<file path="src/logic/dxp_pkg.sv">
/*
 * Shared constants for the dual-computer word exchange port: device codes,
 * pulse and sense line numbers, instruction and control codes, status word
 * layout and flag indices.
 * Assumes both computers present already-decoded bus lines to the port.
 */
// Functional notes
// - Two independent 16-bit word paths, one per direction, usable at once.
// - Data and command words share lines; each word uses ready then acknowledge.
// - Clear-status clears spares 1-2, spectrum-reset and both outbound ready flags.
// - Output-accepted sets on spectrum accept, clears on next outbound ready pulse.
// - Main inbound data-ready sets on spectrum data output, clears on ack/reset/clear.
// - Main inbound command-ready sets on spectrum command output, clears likewise.
// - Spare status three sets on spectrum pulse, clears on clear-status/reset/clear.
// - Spectrum-reset flag sets on power-up, I/O reset, console reset; clear-status clears.
// - Spectrum-power flag is true whenever the spectrum computer has power.
// - Main-reset flag sets on main console reset; clears on status read/reset/clear.
// - Spectrum data output raises data-ready, command output raises command-ready.
// - Third spectrum output register is absent; its output instruction does nothing.
// - Spectrum data/command input reads the word and clears its ready flag.
// - Spectrum status read returns main-reset, data, command, spares in bits 11-15.
// - Spectrum data-ready sets on outbound data pulse; clears on input/clear/reset.
// - Spectrum command-ready sets on outbound command pulse; clears on input/clear/reset.
// - Spares one and two set on main pulses; clear on clear-status/clear/reset.
// - Status three sets on control pulse code; clears on clear-status, I/O reset or clear code.
// - Spectrum side decodes device code 04, mask bit 4, polled, no data channel.
// - Main side responds to device address 67 for its pulse operations; console reset ignores the address.
package dxp_pkg;
   localparam int WORD_W = 16;
   localparam logic [5:0] MAIN_DEV_ADDR = 6'h37;
   localparam logic [5:0] SPEC_DEV_CODE = 6'h04;
   localparam logic [15:0] WORD_RESET = 16'h0000;
   // main pulse lines
   localparam int PL_IN_ACK = 0;
   localparam int PL_OUT_DATA = 1;
   localparam int PL_OUT_CMD = 2;
   localparam int PL_SPARE_ONE = 3;
   localparam int PL_SPARE_TWO = 4;
   localparam int PL_CLR_STATUS = 5;
   localparam int PL_N = 6;
   // main sense lines
   localparam int SL_ACCEPTED = 0;
   localparam int SL_IN_DATA = 1;
   localparam int SL_IN_CMD = 2;
   localparam int SL_STATUS_THREE = 3;
   localparam int SL_SPEC_RESET = 6;
   localparam int SL_SPEC_POWER = 7;
   localparam int SL_N = 8;
   // spectrum instruction and control codes
   localparam logic [2:0] INS_NOP = 3'h0;
   localparam logic [2:0] INS_DATA_IN = 3'h1;
   localparam logic [2:0] INS_DATA_OUT = 3'h2;
   localparam logic [2:0] INS_CMD_IN = 3'h3;
   localparam logic [2:0] INS_CMD_OUT = 3'h4;
   localparam logic [2:0] INS_STATUS_IN = 3'h5;
   localparam logic [2:0] INS_THIRD_OUT = 3'h6;
   localparam logic [1:0] CTL_START = 2'h1;
   localparam logic [1:0] CTL_CLEAR = 2'h2;
   localparam logic [1:0] CTL_PULSE = 2'h3;
   localparam int SPEC_MASK_BIT = 4;
   // status word bit positions
   localparam int STW_MRESET = 11;
   localparam int STW_DATA_RDY = 12;
   localparam int STW_CMD_RDY = 13;
   localparam int STW_SPARE_ONE = 14;
   localparam int STW_SPARE_TWO = 15;
   // flag bank indices
   localparam int FL_ACCEPTED = 0;
   localparam int FL_M_DATA = 1;
   localparam int FL_M_CMD = 2;
   localparam int FL_STATUS_THREE = 3;
   localparam int FL_SRESET = 4;
   localparam int FL_MRESET = 5;
   localparam int FL_S_DATA = 6;
   localparam int FL_S_CMD = 7;
   localparam int FL_SPARE_ONE = 8;
   localparam int FL_SPARE_TWO = 9;
   localparam int FL_N = 10;
endpackage

</file>
<file path="src/logic/dxp_flag_if.sv">
/*
 * Carrier between the port core and its flag bank: per-flag set and clear
 * events one way, flag levels back.
 * Assumes both ends run on core_clk.
 */
`timescale 1ns/100ps
interface dxp_flag_if #(
   parameter int N = dxp_pkg::FL_N
);
   logic [N-1:0] set_ev;
   logic [N-1:0] clr_ev;
   logic [N-1:0] q;
   modport bank (input set_ev, input clr_ev, output q);
   modport ctl (output set_ev, output clr_ev, input q);
endinterface

</file>
<file path="src/logic/dxp_port.sv">
/*
 * Word exchange port between a main control computer and a spectrum
 * computer: two 16-bit word paths, ready/acknowledge flags, spare status
 * bits, reset indications in both directions and spectrum power to the main side.
 * Assumes both computers' bus lines arrive asynchronously on pins and are
 * already decoded into strobes, pulse lines and codes.
 */
`timescale 1ns/100ps
module dxp_port (
   // clock and reset
   input wire logic core_clk,
   input wire logic rst_n,
   // main computer side
   input wire logic [5:0] main_dev_addr,
   input wire logic [15:0] outbound_word_lines,
   input wire logic [5:0] pulse_output_line,
   input wire logic main_console_reset,
   output logic [15:0] inbound_word_lines,
   output logic [7:0] sense_input_line,
   // spectrum computer side
   input wire logic [5:0] spec_dev_code,
   input wire logic [2:0] spec_instr,
   input wire logic [1:0] spec_ctl,
   input wire logic spec_strobe,
   input wire logic [15:0] spec_word_out,
   input wire logic spectrum_io_reset,
   input wire logic spectrum_console_reset,
   input wire logic spectrum_power_on,
   input wire logic spec_mask_in,
   output logic [15:0] spec_word_in,
   output logic spec_int_req
);
   localparam int MAIN_SW = 6 + dxp_pkg::WORD_W + dxp_pkg::PL_N + 1;
   localparam int SPEC_SW = 6 + 3 + 2 + 1 + dxp_pkg::WORD_W + 4;

   // synchronised pins
   logic [MAIN_SW-1:0] main_sync;
   logic [SPEC_SW-1:0] spec_sync;
   logic [5:0] m_addr;
   logic [15:0] m_word;
   logic [dxp_pkg::PL_N-1:0] m_pulse;
   logic m_console;
   logic [5:0] s_dev;
   logic [2:0] s_instr;
   logic [1:0] s_ctl;
   logic s_strobe;
   logic [15:0] s_word;
   logic s_io_reset;
   logic s_console;
   logic s_power;
   logic s_mask;

   dxp_sync #(
      .W(MAIN_SW)
   ) u_main_sync (
      .core_clk(core_clk),
      .rst_n(rst_n),
      .pin_in({main_dev_addr, outbound_word_lines, pulse_output_line, main_console_reset}),
      .sync_out(main_sync)
   );

   dxp_sync #(
      .W(SPEC_SW)
   ) u_spec_sync (
      .core_clk(core_clk),
      .rst_n(rst_n),
      .pin_in({spec_dev_code, spec_instr, spec_ctl, spec_strobe, spec_word_out,
               spectrum_io_reset, spectrum_console_reset, spectrum_power_on,
               spec_mask_in}),
      .sync_out(spec_sync)
   );

   assign {m_addr, m_word, m_pulse, m_console} = main_sync;
   assign {s_dev, s_instr, s_ctl, s_strobe, s_word, s_io_reset, s_console, s_power,
           s_mask} = spec_sync;

   // flag bank
   dxp_flag_if #(
      .N(dxp_pkg::FL_N)
   ) fl ();

   dxp_flag_bank u_flags (
      .core_clk(core_clk),
      .rst_n(rst_n),
      .flags(fl.bank)
   );

   // state
   typedef struct packed {
      logic [dxp_pkg::PL_N-1:0] pulse_prev;
      logic m_console_prev;
      logic s_strobe_prev;
      logic s_io_reset_prev;
      logic s_console_prev;
      logic s_power_prev;
      logic [15:0] out_word;
      logic [15:0] in_word;
      logic [15:0] spec_rd;
   } dxp_port_st_t;

   dxp_port_st_t st_reg;
   dxp_port_st_t st_next;

   // decoded one-cycle events
   logic main_sel;
   logic [dxp_pkg::PL_N-1:0] pulse_ev;
   logic ev_in_ack;
   logic ev_out_data;
   logic ev_out_cmd;
   logic ev_clr_status;
   logic ev_mconsole;
   logic spec_go;
   logic ev_data_in;
   logic ev_data_out;
   logic ev_cmd_in;
   logic ev_cmd_out;
   logic ev_status_in;
   logic ev_ctl_clear;
   logic ev_ctl_pulse;
   logic ev_io_reset;
   logic ev_sconsole;
   logic ev_power_up;
   logic [15:0] status_word;

   // main side: only pulses at device address 67 reach the port; console reset is not address-decoded
   assign main_sel = (m_addr == dxp_pkg::MAIN_DEV_ADDR);
   assign pulse_ev = m_pulse & ~st_reg.pulse_prev & {dxp_pkg::PL_N{main_sel}};
   assign ev_in_ack = pulse_ev[dxp_pkg::PL_IN_ACK];
   assign ev_out_data = pulse_ev[dxp_pkg::PL_OUT_DATA];
   assign ev_out_cmd = pulse_ev[dxp_pkg::PL_OUT_CMD];
   assign ev_clr_status = pulse_ev[dxp_pkg::PL_CLR_STATUS];
   assign ev_mconsole = m_console & ~st_reg.m_console_prev;

   // spectrum side: polled device at code 04, no data channel
   assign spec_go = s_strobe & ~st_reg.s_strobe_prev
                    & (s_dev == dxp_pkg::SPEC_DEV_CODE);
   assign ev_data_in = spec_go & (s_instr == dxp_pkg::INS_DATA_IN);
   assign ev_data_out = spec_go & (s_instr == dxp_pkg::INS_DATA_OUT);
   assign ev_cmd_in = spec_go & (s_instr == dxp_pkg::INS_CMD_IN);
   assign ev_cmd_out = spec_go & (s_instr == dxp_pkg::INS_CMD_OUT);
   assign ev_status_in = spec_go & (s_instr == dxp_pkg::INS_STATUS_IN);
   // control function rides on any instruction, including the no-op one
   assign ev_ctl_clear = spec_go & (s_ctl == dxp_pkg::CTL_CLEAR);
   assign ev_ctl_pulse = spec_go & (s_ctl == dxp_pkg::CTL_PULSE);
   assign ev_io_reset = s_io_reset & ~st_reg.s_io_reset_prev;
   assign ev_sconsole = s_console & ~st_reg.s_console_prev;
   // power edge after reset release also covers power already up at reset
   assign ev_power_up = s_power & ~st_reg.s_power_prev;

   // status word for the spectrum status read
   always_comb begin
      status_word = dxp_pkg::WORD_RESET;
      status_word[dxp_pkg::STW_MRESET] = fl.q[dxp_pkg::FL_MRESET];
      status_word[dxp_pkg::STW_DATA_RDY] = fl.q[dxp_pkg::FL_S_DATA];
      status_word[dxp_pkg::STW_CMD_RDY] = fl.q[dxp_pkg::FL_S_CMD];
      status_word[dxp_pkg::STW_SPARE_ONE] = fl.q[dxp_pkg::FL_SPARE_ONE];
      status_word[dxp_pkg::STW_SPARE_TWO] = fl.q[dxp_pkg::FL_SPARE_TWO];
   end

   // flag set and clear events
   always_comb begin
      fl.set_ev = '0;
      fl.clr_ev = '0;
      // main-side sense flags
      fl.set_ev[dxp_pkg::FL_ACCEPTED] = ev_data_in | ev_cmd_in;
      fl.clr_ev[dxp_pkg::FL_ACCEPTED] = ev_out_data | ev_out_cmd;
      fl.set_ev[dxp_pkg::FL_M_DATA] = ev_data_out;
      fl.clr_ev[dxp_pkg::FL_M_DATA] = ev_in_ack | ev_io_reset | ev_ctl_clear;
      fl.set_ev[dxp_pkg::FL_M_CMD] = ev_cmd_out;
      fl.clr_ev[dxp_pkg::FL_M_CMD] = ev_in_ack | ev_io_reset | ev_ctl_clear;
      fl.set_ev[dxp_pkg::FL_STATUS_THREE] = ev_ctl_pulse;
      fl.clr_ev[dxp_pkg::FL_STATUS_THREE] = ev_clr_status | ev_io_reset
                                            | ev_ctl_clear;
      fl.set_ev[dxp_pkg::FL_SRESET] = ev_power_up | ev_io_reset | ev_sconsole;
      fl.clr_ev[dxp_pkg::FL_SRESET] = ev_clr_status;
      // spectrum-side status flags
      fl.set_ev[dxp_pkg::FL_MRESET] = ev_mconsole;
      fl.clr_ev[dxp_pkg::FL_MRESET] = ev_status_in | ev_io_reset | ev_ctl_clear;
      fl.set_ev[dxp_pkg::FL_S_DATA] = ev_out_data;
      fl.clr_ev[dxp_pkg::FL_S_DATA] = ev_data_in | ev_clr_status | ev_ctl_clear
                                      | ev_io_reset;
      fl.set_ev[dxp_pkg::FL_S_CMD] = ev_out_cmd;
      fl.clr_ev[dxp_pkg::FL_S_CMD] = ev_cmd_in | ev_clr_status | ev_ctl_clear
                                     | ev_io_reset;
      fl.set_ev[dxp_pkg::FL_SPARE_ONE] = pulse_ev[dxp_pkg::PL_SPARE_ONE];
      fl.clr_ev[dxp_pkg::FL_SPARE_ONE] = ev_clr_status | ev_ctl_clear
                                         | ev_io_reset;
      fl.set_ev[dxp_pkg::FL_SPARE_TWO] = pulse_ev[dxp_pkg::PL_SPARE_TWO];
      fl.clr_ev[dxp_pkg::FL_SPARE_TWO] = ev_clr_status | ev_ctl_clear
                                         | ev_io_reset;
   end

   // word paths and edge history
   always_comb begin
      st_next = st_reg;
      st_next.pulse_prev = m_pulse;
      st_next.m_console_prev = m_console;
      st_next.s_strobe_prev = s_strobe;
      st_next.s_io_reset_prev = s_io_reset;
      st_next.s_console_prev = s_console;
      st_next.s_power_prev = s_power;
      // outbound word is already on the lines when the ready pulse comes
      if (ev_out_data | ev_out_cmd) begin
         st_next.out_word = m_word;
      end
      // one shared inbound path for data and command words
      if (ev_data_out | ev_cmd_out) begin
         st_next.in_word = s_word;
      end
      // third output register absent: its output code falls through
      case (s_instr)
         dxp_pkg::INS_DATA_IN: begin
            if (spec_go) begin
               st_next.spec_rd = st_reg.out_word;
            end
         end
         dxp_pkg::INS_CMD_IN: begin
            if (spec_go) begin
               st_next.spec_rd = st_reg.out_word;
            end
         end
         dxp_pkg::INS_STATUS_IN: begin
            if (spec_go) begin
               st_next.spec_rd = status_word;
            end
         end
         dxp_pkg::INS_THIRD_OUT: begin
            st_next.spec_rd = st_reg.spec_rd;
         end
         default: begin
            st_next.spec_rd = st_reg.spec_rd;
         end
      endcase
   end

   always_ff @(posedge core_clk or negedge rst_n) begin
      if (!rst_n) begin
         st_reg <= '0;
      end else begin
         st_reg <= st_next;
      end
   end

   // outputs
   assign inbound_word_lines = st_reg.in_word;
   assign spec_word_in = st_reg.spec_rd;

   always_comb begin
      sense_input_line = '0;
      sense_input_line[dxp_pkg::SL_ACCEPTED] = fl.q[dxp_pkg::FL_ACCEPTED];
      sense_input_line[dxp_pkg::SL_IN_DATA] = fl.q[dxp_pkg::FL_M_DATA];
      sense_input_line[dxp_pkg::SL_IN_CMD] = fl.q[dxp_pkg::FL_M_CMD];
      sense_input_line[dxp_pkg::SL_STATUS_THREE] = fl.q[dxp_pkg::FL_STATUS_THREE];
      sense_input_line[dxp_pkg::SL_SPEC_RESET] = fl.q[dxp_pkg::FL_SRESET];
      // a level, not a latch: follows the power pin through the synchroniser
      sense_input_line[dxp_pkg::SL_SPEC_POWER] = s_power;
   end

   // optional interrupt on the spectrum side, held off by its mask bit
   assign spec_int_req = (fl.q[dxp_pkg::FL_S_DATA] | fl.q[dxp_pkg::FL_S_CMD])
                         & ~s_mask;
endmodule

</file>
<file path="src/logic/dxp_sync.sv">
/*
 * Two-flop synchroniser for a bundle of pin inputs.
 * Assumes each bit is stable long enough to be caught; no bundle coherence.
 */
`timescale 1ns/100ps
module dxp_sync #(
   parameter int W = 8
) (
   // clock and reset
   input wire logic core_clk,
   input wire logic rst_n,
   // pins in, synchronised out
   input wire logic [W-1:0] pin_in,
   output logic [W-1:0] sync_out
);
   typedef struct packed {
      logic [W-1:0] meta;
      logic [W-1:0] stable;
   } dxp_sync_st_t;

   dxp_sync_st_t st_reg;
   dxp_sync_st_t st_next;

   always_comb begin
      st_next.meta = pin_in;
      st_next.stable = st_reg.meta;
   end

   always_ff @(posedge core_clk or negedge rst_n) begin
      if (!rst_n) begin
         st_reg <= '0;
      end else begin
         st_reg <= st_next;
      end
   end

   assign sync_out = st_reg.stable;
endmodule

</file>
<file path="src/logic/dxp_flag_bank.sv">
/*
 * Bank of status flip-flops with independent set and clear events.
 * Assumes events are one-cycle pulses from the port core.
 */
`timescale 1ns/100ps
module dxp_flag_bank (
   // clock and reset
   input wire logic core_clk,
   input wire logic rst_n,
   // flag events and levels
   dxp_flag_if.bank flags
);
   typedef struct packed {
      logic [dxp_pkg::FL_N-1:0] q;
   } dxp_flag_st_t;

   dxp_flag_st_t st_reg;
   dxp_flag_st_t st_next;

   always_comb begin
      // clear applied last so a coincident set always leaves it low
      st_next.q = (st_reg.q | flags.set_ev) & ~flags.clr_ev;
   end

   always_ff @(posedge core_clk or negedge rst_n) begin
      if (!rst_n) begin
         st_reg <= '0;
      end else begin
         st_reg <= st_next;
      end
   end

   assign flags.q = st_reg.q;
endmodule

</file>
<file path="config.mk">
export PLATFORM = sky130hd
export DESIGN_NAME = dxp_port
export DESIGN_NICKNAME = d
export VERILOG_FILES = /design/src/logic/dxp_pkg.sv /design/src/logic/dxp_flag_if.sv /design/src/logic/dxp_port.sv /design/src/logic/dxp_sync.sv /design/src/logic/dxp_flag_bank.sv
export SDC_FILE = /design/constraint.sdc
export NUM_CORES = 1
export LEC_CHECK = 0
export BUFFER_PORTS_ARGS = -buffer_cell sky130_fd_sc_hd__clkbuf_2
export CAP_MARGIN = 20
export CORE_ASPECT_RATIO = 0.75
export CORE_MARGIN = 4
export CORE_UTILIZATION = 55
export DETAILED_ROUTE_END_ITERATION = 10
export HOLD_SLACK_MARGIN = 0.03
export PLACE_DENSITY = 0.78
export SLEW_MARGIN = 20
export SYNTH_ARGS = -nofsm -noshare
export SYNTH_HDL_FRONTEND = slang
export SYNTH_SLANG_ARGS = --single-unit
</file>
<file path="constraint.sdc">
create_clock -name core_clk -period 2.3 [get_ports core_clk]
set_input_delay 0.23 -clock core_clk [delete_from_list [all_inputs] [get_ports core_clk]]
set_output_delay 0.23 -clock core_clk [all_outputs]
set_load 0.05 [all_outputs]
</file>
==> metrics.txt <==
# TYPE chip_impl_metric gauge
chip_impl_info{name="outcome",value="finished clean"} 1
chip_impl_metric{name="drv_slew",unit=""} 0
chip_impl_metric{name="drt-wirelength-per-cell",unit="µm"} 15.3
chip_impl_info{name="worstPathCellList",value="nor4b_4 > nand2_2 > nor3_4 > buf_4 > mux2_2"} 1
chip_impl_metric{name="place_inst",unit=""} 577
chip_impl_metric{name="core_area",unit="µm²"} 10900
chip_impl_metric{name="antenna_found_initial",unit=""} 0
chip_impl_info{name="rr_endpoint",value="inbound_word_lines[15]"} 1
chip_impl_metric{name="yosys_warnings",unit=""} 0
chip_impl_metric{name="xor_and_xnor_area_share_after_synthesis",unit=""} 0.00143
chip_impl_metric{name="cts_htree_levels",unit=""} 4
chip_impl_info{name="root_buffer_cell",value="clkbuf_16"} 1
chip_impl_metric{name="synth-compound-area-share",unit=""} 0.0329
chip_impl_metric{name="mappedNetlistArea",unit="µm²"} 6120
chip_impl_info{name="setup.worst_path.start_class",value="register"} 1
chip_impl_metric{name="cpPeakStageDelay",unit="ps"} 400
chip_impl_metric{name="synthArstFlopShare",unit=""} 1.00
chip_impl_metric{name="detail_route.drc_violations",unit=""} 0
chip_impl_metric{name="r2r_slack",unit="ps"} 400
chip_impl_metric{name="clock-sinks",unit=""} 191
chip_impl_metric{name="placement_rows",unit=""} 33
chip_impl_metric{name="power_density",unit="nW/µm²"} 886
chip_impl_metric{name="die_h",unit="µm"} 99.4
chip_impl_info{name="setup.worst_path.class",value="register to register"} 1
chip_impl_metric{name="die-area",unit="µm²"} 12900
chip_impl_metric{name="power.static_leakage",unit="nW"} 3.79
chip_impl_metric{name="timing.critical_path.fanout_max",unit=""} 16
chip_impl_metric{name="die-width",unit="µm"} 130
chip_impl_metric{name="place.port_buffers",unit=""} 101
chip_impl_metric{name="finalCritPeriodShare",unit=""} 0.825
chip_impl_metric{name="synth-simple-area-share",unit=""} 0.0494
chip_impl_info{name="hold_path_class",value="register to register"} 1
chip_impl_metric{name="setup_viol_count_final",unit=""} 0
chip_impl_metric{name="initialDrtViolationCount",unit=""} 217
chip_impl_info{name="cts_tree",value="done"} 1
chip_impl_metric{name="fmax",unit="MHz"} 527
chip_impl_metric{name="syn2layout_area_growth",unit="%"} 27.1
chip_impl_info{name="crit_path_top_delay_cell",value="dfrtp_1"} 1
chip_impl_metric{name="filler_instances",unit=""} 723
chip_impl_metric{name="finish.net_count",unit=""} 581
chip_impl_info{name="synth_ff_type",value="dfrtp_1"} 1
chip_impl_metric{name="detail-route-antenna-nets",unit=""} 0
chip_impl_metric{name="ctsLongestPathBuffers",unit=""} 2
chip_impl_metric{name="first_pass_iteration_count_of_the_detailed_router",unit=""} 4
chip_impl_metric{name="insertedDiodeCount",unit=""} 0
chip_impl_metric{name="synth.lib_cells_used.distinct",unit=""} 35
chip_impl_metric{name="grt_start_max_net_pins",unit=""} 74
chip_impl_metric{name="final.setup.tns",unit="ps"} 0
chip_impl_metric{name="postCtsSetupRepairBufs",unit=""} 0
chip_impl_metric{name="clkLatencyLatePin",unit="ps"} 430
chip_impl_metric{name="timing_worst_slew_pin_value",unit="ps"} 578
chip_impl_metric{name="arrival_time_at_the_worst_endpoint",unit="ps"} 2200
chip_impl_metric{name="ys_seq_area_frac",unit=""} 0.781
chip_impl_metric{name="vdd_ir_drop_max",unit="mV"} 0.634
chip_impl_metric{name="gpl.final_weighted_congestion",unit=""} 0.775
chip_impl_info{name="rsz0062_at_grt",value="no"} 1
chip_impl_metric{name="post_synthesis_register_bit_count",unit=""} 191
chip_impl_info{name="netlist.top_cell.by_area",value="dfrtp_1"} 1
chip_impl_metric{name="post_layout_nonfiller_instances",unit=""} 671
chip_impl_metric{name="dp_hpwl",unit="µm"} 6480
chip_impl_metric{name="fin_worst_skew",unit="ps"} 12.1
chip_impl_metric{name="vias_per_cell",unit=""} 4.73
chip_impl_metric{name="synth_enable_flop_cells",unit=""} 0
chip_impl_metric{name="detail_route.wirelength",unit="µm"} 10300
chip_impl_metric{name="yosys.area_share.adder",unit=""} 0
chip_impl_metric{name="vias",unit=""} 3173
chip_impl_metric{name="synthMuxAreaShare",unit=""} 0.0732
chip_impl_metric{name="global_route_congestion_overflow_total",unit=""} 0
chip_impl_metric{name="worst_setup_hold_path_clk_slew",unit="ps"} 70
chip_impl_metric{name="syn_avg_cell_area",unit="µm²"} 16.4
chip_impl_info{name="crit_end",value="inbound_word_lines[15]"} 1
chip_impl_metric{name="boundaryPins",unit=""} 104
chip_impl_metric{name="fraction_of_post_synthesis_cell_area_in_the_top_cell_type_by_area",unit=""} 0.781
chip_impl_metric{name="period_needed",unit="ps"} 1900
chip_impl_info{name="synth.area.top_cells",value="dfrtp_1 78%, buf_4 4.9%, mux2_2 3.3%, mux2_4 2.5%, nand2_1 1.7%"} 1
chip_impl_metric{name="start_util",unit=""} 0.562
chip_impl_metric{name="final_hold_viol_count",unit=""} 0
chip_impl_info{name="synth_top_family_by_area",value="multiplexers"} 1
chip_impl_info{name="critical_path.endpoint_type",value="register"} 1
chip_impl_metric{name="power.total",unit="mW"} 6.90
chip_impl_metric{name="grt_first_pass_wirelength",unit="µm"} 17300
chip_impl_info{name="cp-startpoint",value="u_spec_sync.sync_out[29]"} 1
chip_impl_metric{name="grt_pass1_vias",unit=""} 3499
chip_impl_metric{name="cts-buffers-inserted",unit=""} 17
chip_impl_metric{name="max-cap-violations",unit=""} 0
chip_impl_metric{name="worstPathRequired",unit="ps"} 2610
chip_impl_metric{name="drive_above_1_share",unit=""} 0.331
chip_impl_metric{name="r2r.worst_path.cells",unit=""} 5
chip_impl_metric{name="syn-instance-count",unit=""} 374
chip_impl_metric{name="overall_global_routing_usage",unit=""} 0.180
chip_impl_metric{name="slew-limit-headroom",unit=""} 0.615
chip_impl_info{name="worst_r2r_startpoint",value="u_spec_sync.sync_out[29]"} 1
worst max-delay path, delay by kind of cell, from the launching register on:
family / cells / cell delay (ps)
buffers and inverters: 1 / 290
DFF: 1 / 400
muxes: 1 / 370
and+or+nand+nor: 3 / 700
power breakdown:
part	internal, mW	switching (mW)
combinational	0.182	0.194
clock	1.59	1.34
sequential	3.52	0.0696
total	5.29	1.60
stage by stage:
step                      utilization  area [µm²]  hold slack [ps]  setup slack [ps]
after CTS                       0.714        7780              345               371
after global routing            0.714        7780              350               276
after floorplan                     -        6130            -65.6               545
final                           0.714        7780              346               403
after detailed placement        0.601        6550              284               429
after global placement          0.601        6550              274               514
worst min path at each step:
stage,depth (start not counted),slack (ps),to,startpoint
final,0,350,u_spec_sync.sync_out[0],u_spec_sync.st_next[0]
after CTS,0,350,u_spec_sync.sync_out[24],u_spec_sync.st_next[24]
after global placement,1,270,spec_word_in[8],rst_n
after global routing,0,350,u_main_sync.sync_out[11],u_main_sync.st_next[11]
after floorplan,0,-70,inbound_word_lines[0],rst_n
after detailed placement,1,280,spec_word_in[10],rst_n
final cells by class:
cell class	count	area, µm²	share of cell area
tap	140	175	0.0225
clock inverter	14	169	0.0217
sequential	191	4780	0.614
inverter	6	22.5	0.00289
timing repair buffer	172	1230	0.158
multi-input combinational	130	968	0.124
clock buffer	18	439	0.0564
routing by layer:
layer	GRT usage	vias up	share of wire
met5	0	-	0
met4	0.0815	0	0.013
met3	0.0515	14	0.048
met2	0.291	74	0.52
met1	0.229	1607	0.42
li1	-	1478	-
cell families after synthesis:
logic type | after synthesis
compound gates | 35
xor+xnor | 1
buf+inv | 54
flops | 191
mux | 37
other cells | 1
simple gates | 55
synthesized netlist by cell type (4+ instances only):
library cell,number
a21oi_1,6
a31oi_1,5
buf_4,40
clkbuf_1,4
dfrtp_1,191
inv_1,6
mux2_1,4
mux2_2,18
mux2_4,10
mux2i_1,5
nand2_1,28
nor2_1,8
nor2b_1,6
o21ai_0,18
layout by cell type (no fill, tap or decap), drive strengths merged, types with 2 or more instances in the layout:
master	count
dfrtp	191
clkbuf	119
dlygate4sd3	62
mux2	32
nand2	29
o21ai	18
inv	13
buf	9
nor2	8
nor2b	6
a21oi	6
clkinv	6
a31oi	5
mux2i	5
nor4b	2
nor3b	2
a211oi	2
conb	2
and2	2
nor3	2
repair_timing:
item                                   4_1_cts  5_1_grt
hold buffers                                62        0
endpoints found under the hold margin      130        0
gates resized for setup                      0        0
Note: power is estimated with default switching activity, not from simulation.
